<file path="config.mk">
export PLATFORM = sky130hd
export DESIGN_NAME = sps_port
export DESIGN_NICKNAME = d
export VERILOG_FILES = /design/src/rtl/sps_buf2.v /design/src/rtl/sps_port.v
export VERILOG_INCLUDE_DIRS = /design/src /design/src/shared
export SDC_FILE = /design/constraint.sdc
export NUM_CORES = 1
export LEC_CHECK = 0
export ABC_AREA = 1
export BUFFER_PORTS_ARGS = -buffer_cell sky130_fd_sc_hd__buf_2
export CORE_MARGIN = 3
export CORE_UTILIZATION = 25
export CTS_BUF_LIST = sky130_fd_sc_hd__clkbuf_8
export CTS_CLUSTER_SIZE = 25
export DETAILED_ROUTE_END_ITERATION = 10
export HOLD_SLACK_MARGIN = 0.12
export SYNTH_ARGS = -nofsm -noshare
export SYNTH_HDL_FRONTEND = slang
export SYNTH_SLANG_ARGS = --single-unit
export TNS_END_PERCENT = 10
</file>
<file path="constraint.sdc">
create_clock -name clock -period 5.3 [get_ports clock]
set_input_delay 0.795 -clock clock [delete_from_list [all_inputs] [get_ports clock]]
set_output_delay 0.795 -clock clock [all_outputs]
set_load 0.1 [all_outputs]
</file>
<file path="src/shared/sps_regs.vh">
`ifndef SPS_REGS_VH
`define SPS_REGS_VH

// ----------------------------------------
// Register offsets
// ----------------------------------------
`define SPS_OFS_CTRL      8'h00
`define SPS_OFS_TXBUF     8'h04
`define SPS_OFS_RXBUF     8'h08
`define SPS_OFS_STAT      8'h0c

// ----------------------------------------
// Control word zero fields
// ----------------------------------------
`define SPS_CTRL_SRST     0
`define SPS_CTRL_CPHA     1
`define SPS_CTRL_CPOL     2
`define SPS_CTRL_MASTER   3
`define SPS_CTRL_FOURPIN  4
`define SPS_CTRL_STEM     5
`define SPS_CTRL_RST      8'h01

// ----------------------------------------
// Status fields
// ----------------------------------------
`define SPS_STAT_RXFULL   0
`define SPS_STAT_TXEMPTY  1
`define SPS_STAT_BUSY     2
`define SPS_STAT_ABORT    3
`define SPS_STAT_OVERRUN  4

// ----------------------------------------
// Timing
// ----------------------------------------
`define SPS_CLK_NS        25
`define SPS_HALF_NS       100
`define SPS_HALF_CYC      (`SPS_HALF_NS / `SPS_CLK_NS)

`endif

</file>
<file path="src/rtl/sps_buf2.v">
`timescale 1ns/1ps
module sps_buf2 (
  input  wire       clock,
  input  wire       rst,
  input  wire       clr,
  input  wire       in_valid,
  output wire       in_ready,
  input  wire [7:0] in_data,
  output wire       out_valid,
  input  wire       out_ready,
  output wire [7:0] out_data
);
  localparam WIDTH = 8;
  localparam DEPTH = 2;

  reg  [1:0]       cnt_ff;
  reg              wr_ptr_ff;
  reg              rd_ptr_ff;
  wire [WIDTH-1:0] ent [0:DEPTH-1];
  wire             push;
  wire             pop;

  assign in_ready  = (cnt_ff != 2'h2);
  assign out_valid = (cnt_ff != 2'h0);
  assign push      = in_valid && in_ready;
  assign pop       = out_valid && out_ready;
  assign out_data  = ent[rd_ptr_ff];

  // ----------------------------------------
  // Entry storage
  // ----------------------------------------
  genvar i;
  generate
    for (i = 0; i < DEPTH; i = i + 1) begin : g_ent
      reg [WIDTH-1:0] data_ff;
      always @(posedge clock) begin
        if (rst) begin
          data_ff <= 8'h00;
        end else if (push && (wr_ptr_ff == i)) begin
          data_ff <= in_data;
        end
      end
      assign ent[i] = data_ff;
    end
  endgenerate

  // ----------------------------------------
  // Pointers
  // ----------------------------------------
  always @(posedge clock) begin
    if (rst || clr) begin
      cnt_ff    <= 2'h0;
      wr_ptr_ff <= 1'b0;
      rd_ptr_ff <= 1'b0;
    end else begin
      if (push) begin
        wr_ptr_ff <= ~wr_ptr_ff;
      end
      if (pop) begin
        rd_ptr_ff <= ~rd_ptr_ff;
      end
      if (push && !pop) begin
        cnt_ff <= cnt_ff + 2'h1;
      end else if (pop && !push) begin
        cnt_ff <= cnt_ff - 2'h1;
      end
    end
  end
endmodule // sps_buf2

</file>
<file path="src/rtl/sps_port.v">
// Our own choices: the address-and-strobe port and the register offsets.
`timescale 1ns/1ps
`include "sps_regs.vh"
module sps_port (
  input  wire       clock,
  input  wire       rst,
  input  wire [7:0] reg_addr,
  input  wire [7:0] reg_wdata,
  input  wire       reg_wr,
  input  wire       reg_rd,
  output wire [7:0] reg_rdata,
  input  wire       sclk_in,
  output wire       sclk_out,
  output wire       sclk_oe,
  input  wire       sdi,
  output wire       sdo,
  output wire       sdo_oe,
  input  wire       ste_n_in,
  output wire       ste_n_out,
  output wire       ste_n_oe
);
  localparam integer HALF_CYC  = `SPS_HALF_CYC;
  localparam [2:0]   HALF_LAST = HALF_CYC[2:0] - 3'h1;

  reg  [7:0] ctrl_ff;
  reg  [7:0] rdata_ff;
  reg  [7:0] rx_hold_ff;
  reg        rx_full_ff;
  reg        abort_ff;
  reg        overrun_ff;
  reg  [2:0] sync1_ff;
  reg  [2:0] sync2_ff;
  reg  [2:0] sync3_ff;
  reg  [2:0] filt_ff;
  reg        prev_sclk_ff;
  reg        armed_ff;
  reg  [7:0] tx_shift_ff;
  reg  [7:0] rx_shift_ff;
  reg  [2:0] tx_cnt_ff;
  reg  [2:0] rx_cnt_ff;
  reg        loaded_ff;
  reg        m_busy_ff;
  reg  [2:0] m_half_ff;
  reg  [3:0] m_edge_ff;
  reg        m_sclk_ff;
  reg        m_samp_ff;

  wire srst    = ctrl_ff[`SPS_CTRL_SRST];
  wire cpha    = ctrl_ff[`SPS_CTRL_CPHA];
  wire cpol    = ctrl_ff[`SPS_CTRL_CPOL];
  wire master  = ctrl_ff[`SPS_CTRL_MASTER];
  wire fourpin = ctrl_ff[`SPS_CTRL_FOURPIN];
  wire stem    = ctrl_ff[`SPS_CTRL_STEM];
  wire sclk_f  = filt_ff[0];
  wire sdi_f   = filt_ff[1];
  wire ste_n_f = filt_ff[2];

  wire       buf_in_ready;
  wire       buf_out_valid;
  wire [7:0] buf_out_data;
  wire       buf_pop;

  // ----------------------------------------
  // Register writes
  // ----------------------------------------
  wire wr_ctrl = reg_wr && (reg_addr == `SPS_OFS_CTRL);
  wire wr_tx   = reg_wr && (reg_addr == `SPS_OFS_TXBUF) && !srst;
  wire wr_stat = reg_wr && (reg_addr == `SPS_OFS_STAT);
  wire rd_rx   = reg_rd && (reg_addr == `SPS_OFS_RXBUF);

  always @(posedge clock) begin
    if (rst) begin
      ctrl_ff <= `SPS_CTRL_RST;
    end else if (wr_ctrl) begin
      ctrl_ff <= {2'h0, reg_wdata[5:0]};
    end
  end

  // ----------------------------------------
  // Pin synchronisers, three stages
  // ----------------------------------------
  always @(posedge clock) begin
    if (rst) begin
      sync1_ff <= 3'h7;
      sync2_ff <= 3'h7;
      sync3_ff <= 3'h7;
      filt_ff  <= 3'h7;
    end else begin
      sync1_ff <= {ste_n_in, sdi, sclk_in};
      sync2_ff <= sync1_ff;
      sync3_ff <= sync2_ff;
      filt_ff  <= (sync2_ff & ~(sync2_ff ^ sync3_ff)) | (filt_ff & (sync2_ff ^ sync3_ff));
    end
  end

  // ----------------------------------------
  // Slave clock edges
  // ----------------------------------------
  // Edges count only once the clock was seen idle after reset release
  wire s_sel   = !fourpin || !ste_n_f;
  wire s_run   = !master && !srst && armed_ff && s_sel;
  wire s_lead  = s_run && (prev_sclk_ff == cpol) && (sclk_f != cpol);
  wire s_trail = s_run && (prev_sclk_ff != cpol) && (sclk_f == cpol);

  always @(posedge clock) begin
    if (rst) begin
      prev_sclk_ff <= 1'b1;
      armed_ff     <= 1'b0;
    end else begin
      prev_sclk_ff <= sclk_f;
      if (srst || master) begin
        armed_ff <= 1'b0;
      end else if (sclk_f == cpol) begin
        armed_ff <= 1'b1;
      end
    end
  end

  // ----------------------------------------
  // Master clock generator
  // ----------------------------------------
  wire m_allow = !fourpin || stem || !ste_n_f;
  wire m_start = master && !srst && !m_busy_ff && !m_samp_ff && m_allow && buf_out_valid;
  wire m_abort = m_busy_ff && (!m_allow || srst);
  wire m_tick  = m_busy_ff && m_allow && (m_half_ff == HALF_LAST);
  wire m_lead  = m_tick && !m_edge_ff[0];
  wire m_trail = m_tick && m_edge_ff[0];

  always @(posedge clock) begin
    if (rst) begin
      m_busy_ff <= 1'b0;
      m_half_ff <= 3'h0;
      m_edge_ff <= 4'h0;
      m_sclk_ff <= 1'b0;
    end else if (m_abort) begin
      m_busy_ff <= 1'b0;
      m_sclk_ff <= cpol;
    end else if (m_start) begin
      m_busy_ff <= 1'b1;
      m_half_ff <= 3'h0;
      m_edge_ff <= 4'h0;
      m_sclk_ff <= cpol;
    end else if (m_busy_ff) begin
      if (m_tick) begin
        m_half_ff <= 3'h0;
        m_edge_ff <= m_edge_ff + 4'h1;
        m_sclk_ff <= ~m_sclk_ff;
        if (m_edge_ff == 4'hf) begin
          m_busy_ff <= 1'b0;
        end
      end else begin
        m_half_ff <= m_half_ff + 3'h1;
      end
    end else begin
      m_sclk_ff <= cpol;
    end
  end

  // Phase 1 master samples one clock after its trailing edge, past the pin delay
  always @(posedge clock) begin
    if (rst) begin
      m_samp_ff <= 1'b0;
    end else begin
      m_samp_ff <= m_trail && !m_abort;
    end
  end

  // ----------------------------------------
  // Shift core, shared by both modes
  // ----------------------------------------
  wire ev_lead   = master ? m_lead : s_lead;
  wire ev_trail  = master ? m_trail : s_trail;
  wire sample_ev = master ? (cpha ? m_samp_ff : m_lead) : (cpha ? s_trail : s_lead);
  wire shift_ev  = cpha ? ev_lead : ev_trail;
  wire s_load    = !master && !srst && s_sel && !loaded_ff && buf_out_valid;
  wire byte_done = sample_ev && (rx_cnt_ff == 3'h7);
  wire idle_core = srst || (!master && !s_sel) || m_abort;

  assign buf_pop = m_start || s_load;

  always @(posedge clock) begin
    if (rst) begin
      tx_shift_ff <= 8'h00;
      rx_shift_ff <= 8'h00;
      tx_cnt_ff   <= 3'h0;
      rx_cnt_ff   <= 3'h0;
      loaded_ff   <= 1'b0;
    end else if (idle_core) begin
      tx_cnt_ff <= 3'h0;
      rx_cnt_ff <= 3'h0;
      if (srst || m_abort) begin
        tx_shift_ff <= 8'h00;
        loaded_ff   <= 1'b0;
      end
    end else if (buf_pop) begin
      tx_shift_ff <= buf_out_data;
      loaded_ff   <= 1'b1;
    end else begin
      if (sample_ev) begin
        rx_shift_ff <= {rx_shift_ff[6:0], sdi_f};
        rx_cnt_ff   <= rx_cnt_ff + 3'h1;
        if (!loaded_ff) begin
          loaded_ff <= 1'b1;
        end
      end
      if (shift_ev) begin
        tx_cnt_ff <= tx_cnt_ff + 3'h1;
        // First leading edge with phase 1 keeps the top bit on the line
        if (!cpha || (tx_cnt_ff != 3'h0)) begin
          tx_shift_ff <= {tx_shift_ff[6:0], 1'b0};
        end
      end
      if ((!cpha && shift_ev && (tx_cnt_ff == 3'h7)) || (cpha && byte_done)) begin
        loaded_ff   <= 1'b0;
        tx_shift_ff <= 8'h00;
      end
    end
  end

  // ----------------------------------------
  // Receive holding buffer and flags
  // ----------------------------------------
  always @(posedge clock) begin
    if (rst) begin
      rx_hold_ff <= 8'h00;
      rx_full_ff <= 1'b0;
      overrun_ff <= 1'b0;
      abort_ff   <= 1'b0;
    end else begin
      if (srst) begin
        rx_full_ff <= 1'b0;
      end else if (byte_done && !idle_core) begin
        rx_hold_ff <= {rx_shift_ff[6:0], sdi_f};
        rx_full_ff <= 1'b1;
      end else if (rd_rx) begin
        rx_full_ff <= 1'b0;
      end
      if (byte_done && !idle_core && rx_full_ff && !rd_rx) begin
        overrun_ff <= 1'b1;
      end else if (wr_stat && reg_wdata[`SPS_STAT_OVERRUN]) begin
        overrun_ff <= 1'b0;
      end
      if (m_abort && !srst) begin
        abort_ff <= 1'b1;
      end else if (wr_stat && reg_wdata[`SPS_STAT_ABORT]) begin
        abort_ff <= 1'b0;
      end
    end
  end

  // ----------------------------------------
  // Transmit holding buffer
  // ----------------------------------------
  sps_buf2 u_txbuf (
    .clock     (clock),
    .rst       (rst),
    .clr       (srst),
    .in_valid  (wr_tx),
    .in_ready  (buf_in_ready),
    .in_data   (reg_wdata),
    .out_valid (buf_out_valid),
    .out_ready (buf_pop),
    .out_data  (buf_out_data)
  );

  // ----------------------------------------
  // Read data, one cycle after the strobe
  // ----------------------------------------
  wire [7:0] stat_word = {3'h0, overrun_ff, abort_ff, m_busy_ff, buf_in_ready, rx_full_ff};

  always @(posedge clock) begin
    if (rst) begin
      rdata_ff <= 8'h00;
    end else if (reg_rd) begin
      case (reg_addr)
        `SPS_OFS_CTRL:  rdata_ff <= ctrl_ff;
        `SPS_OFS_RXBUF: rdata_ff <= rx_hold_ff;
        `SPS_OFS_STAT:  rdata_ff <= stat_word;
        default:        rdata_ff <= 8'h00;
      endcase
    end else begin
      rdata_ff <= 8'h00;
    end
  end

  // ----------------------------------------
  // Pins
  // ----------------------------------------
  assign reg_rdata = rdata_ff;
  assign sclk_out  = (m_busy_ff && !srst) ? m_sclk_ff : cpol;
  assign sclk_oe   = master && !srst && m_allow;
  assign sdo       = tx_shift_ff[7];
  assign sdo_oe    = !srst && (master ? m_allow : s_sel);
  assign ste_n_out = !m_busy_ff;
  assign ste_n_oe  = master && fourpin && stem && !srst;
endmodule // sps_port

</file>
==> flow_metrics.py <==
metrics = {
    "outcome": {
        "status": "finished clean",
    },
    "global_routing": {
        "grt-ovfl-total": 0,
        "grt_max_degree": 33,
        "grt_pass1_vias": 3064,
        "grt_use_total_pct": 10.7,
        "antenna_found_initial": 0,
        "grt_pass1_wl_microns": 15100,
    },
    "pwr": {
        "ir_drop_v": 0.000178,
        "leakage_nw": 1.91,
        "finalPower_mw": 1.18,
        "p_per_area_mw_per_mm2": 259,
    },
    "yosys": {
        "syn_inst": 546,
        "netlist.area_leader.share_pct": 45.7,
        "ys_ff_latch": 91,
        "synth_cell_type_count": 35,
        "synth.cell_area_sq_mm": 0.00399,
        "yosys-top-cells-area": "dfxtp_1, nand2_1, nor2_1, inv_1, o21ai_0",
        "synth_nets": 577,
        "synth_warnings": 0,
        "syn_area_per_cell_sq_um": 7.31,
        "yosys.area.top_type": "dfxtp_1",
        "ys_seq_area_share_pct": 45.7,
    },
    "clocking": {
        "post_cts_buffers": 0,
        "cts_buffers": 9,
        "clk_pin_slew_worst_paths_ps": 100,
        "cts_resized": 0,
        "clockRootBuffer": "clkbuf_8",
        "clk_latency_ps": 370,
        "cts-htree-levels": 3,
        "cts_hold_buf": 0,
        "cts_sinks": 91,
        "clock_path_buffers": 2,
        "cts_tree": "yes",
    },
    "placed_design": {
        "dp_cells": 779,
        "place.gp.congestion": 0.786,
        "io_buffers": 36,
        "pre_cts_slack_ps": 2600,
        "dp_hpwl_microns": 6690,
    },
    "sta": {
        "rsz0062_at_grt": "false",
        "final_max_slew_viol_count": 0,
        "hold_viol": 0,
        "max_freq_ghz": 0.387,
        "setup_violations": 0,
        "worstMarginPinSlew_ps": 571,
        "layout_setup_ws_ps": 2720,
        "period_share_pct": 48.8,
        "relSlewSlack_pct": 61.9,
        "min_period_ps": 2580,
        "fin_worst_skew_ps": 11.7,
        "setup_tns_ps": 0,
    },
    "critical_path": {
        "path_buf_inv": 3,
        "cp_cell_sequence": "inv_1 -> nand3_1 -> inv_1 -> nor2_1 -> buf_2",
        "worstPathMaxFanout": 5,
        "cp_slowest_stage_delay_ps": 450,
        "cp_slowest_cell": "dfxtp_1",
        "worstSetupEndpointType": "output pin",
        "cp.arrival_ps": 1790,
        "crit_path_frequent_cell": "inv_1",
        "crit_family": "buffers and inverters",
        "crit_type": "reg -> out",
        "startpoint_type": "flop",
        "required_ps": 4510,
    },
    "die": {
        "initial_core_util_pct": 25.9,
        "fp-row-count": 45,
        "die_area_sq_mm": 0.0175,
        "core_sq_mm": 0.0154,
        "io_pins": 37,
        "die_height_microns": 132,
        "die-width_microns": 132,
    },
    "detailed_routing": {
        "vias": 3369,
        "antenna_left": 0,
        "dr.pass1.iters": 4,
        "wirelength_microns": 9040,
        "wl_per_cell_microns": 11.4,
        "drc": 0,
        "via_per_inst": 4.24,
        "drt_iter0_drc": 213,
    },
    "layout": {
        "fill_cells": 1723,
        "drive_gt1_share_pct": 14.7,
        "antenna_cells": 0,
        "fin_nets": 610,
        "area_growth_syn_to_layout_pct": 14.4,
        "multi_input_area_sq_mm": 0.00182,
        "ff_latch_area_sq_mm": 0.00182,
        "stdcell_count": 795,
    },
    "min_path": {
        "min-delay-path-class": "reg -> reg",
    },
    "flow_run": {
        "drv_cap": 0,
    },
}
## cell families after synthesis
family | synth area share (%)
AND/OR/NAND/NOR | 27.3
flip-flops | 45.7
AO/OA/AOI/OAI | 14.7
XOR/XNOR | 0.659
buffers and inverters | 8.69
adder cells (fa/ha/maj) | 3.01
## state kept, by name (all words and copies together) (netlist names), 2 cells and up, named ones only
register and count:
tx_shift_ff 8, m_edge_ff 4, tx_cnt_ff 3, rx_hold_ff 8, m_half_ff 3, sync3_ff 3, u_txbuf.cnt_ff 2, reg_rdata 8
u_txbuf.g_ent.data_ff 16, sync1_ff 3, rx_cnt_ff 3, ctrl_ff 6, rx_shift_ff 7, sync2_ff 3
## placed cells by master (no fill, tap or decap), types with 7 or more instances in the layout
| cell | synthesis | final |
|---|---|---|
| nand2_1 | 103 | 103 |
| inv_1 | 67 | 67 |
| o21ai_0 | 46 | 46 |
| a21oi_1 | 45 | 45 |
| dfxtp_1 | 91 | 91 |
| nor2_1 | 69 | 69 |
| buf_2 | 4 | 36 |
| nor3_1 | 7 | 7 |
| nand2_2 | 7 | 7 |
| clkbuf_8 | 0 | 10 |
| or2_2 | 7 | 7 |
| ha_1 | 8 | 8 |
| nand3_1 | 31 | 31 |
## cell usage after synthesis (all sizes together)
| cell | n |
|---|---|
| nand4 | 4 |
| xor2 | 3 |
| o21a | 1 |
| and3 | 2 |
| o22ai | 3 |
| o211ai | 3 |
| maj3 | 2 |
| o221ai | 2 |
| clkinv | 2 |
| o21ai | 49 |
| clkbuf | 10 |
| nor4 | 2 |
| nor3 | 7 |
| a211oi | 3 |
| nor2 | 75 |
| nand3 | 32 |
| dfxtp | 91 |
| ha | 8 |
| a21oi | 48 |
| nand2 | 113 |
| buf | 5 |
| inv | 72 |
| or2 | 9 |
## metrics by stage
| step | hold slack [ps] | instance area, sq um | util [%] |
|---|---|---|---|
| 6_report | 417 | 4560 | 29.6 |
| 5_1_grt | 431 | 4560 | 29.6 |
| 4_1_cts | 418 | 4560 | 29.6 |
| 3_5_place_dp | 396 | 4370 | 28.3 |
| 3_3_place_gp | 400 | 4370 | 28.3 |
| 2_1_floorplan | 389 | 3990 | - |
## worst paths after layout
path                                  start  slack (ps)  depth (start not counted)           endpoint
worst max-delay path             ctrl_ff[3]        2720                          5             sdo_oe
worst min-delay path            sync1_ff[1]         420                          1        sync2_ff[1]
worst max register to register   ctrl_ff[0]        3140                         11  u_txbuf.cnt_ff[1]
worst min register to register  sync1_ff[1]         420                          1        sync2_ff[1]
## metal layers
layer	wire (microns)	vias up	track usage, %
li1	-	1818	-
met1	4850	1489	15.5
met2	3660	57	15.2
met3	430	5	3.32
met4	97	0	2.94
met5	0	-	0
## power breakdown
group / leakage [nW] / total [mW] / internal, mW / switching (mW)
sequential: 0.735 / 0.687 / 0.686 / 0.00112
clock: 0.0998 / 0.459 / 0.193 / 0.266
combinational: 1.07 / 0.0341 / 0.0115 / 0.0226
total: 1.91 / 1.18 / 0.891 / 0.290
## cell type report
class | instances | area share (%)
timing repair buffer | 37 | 4.11
clock inverter | 6 | 1.21
multi-input combinational | 366 | 39.9
sequential | 91 | 39.9
tap | 211 | 5.78
clock buffer | 10 | 3.02
inverter | 74 | 6.09
Power figures use the tool's default switching activity.
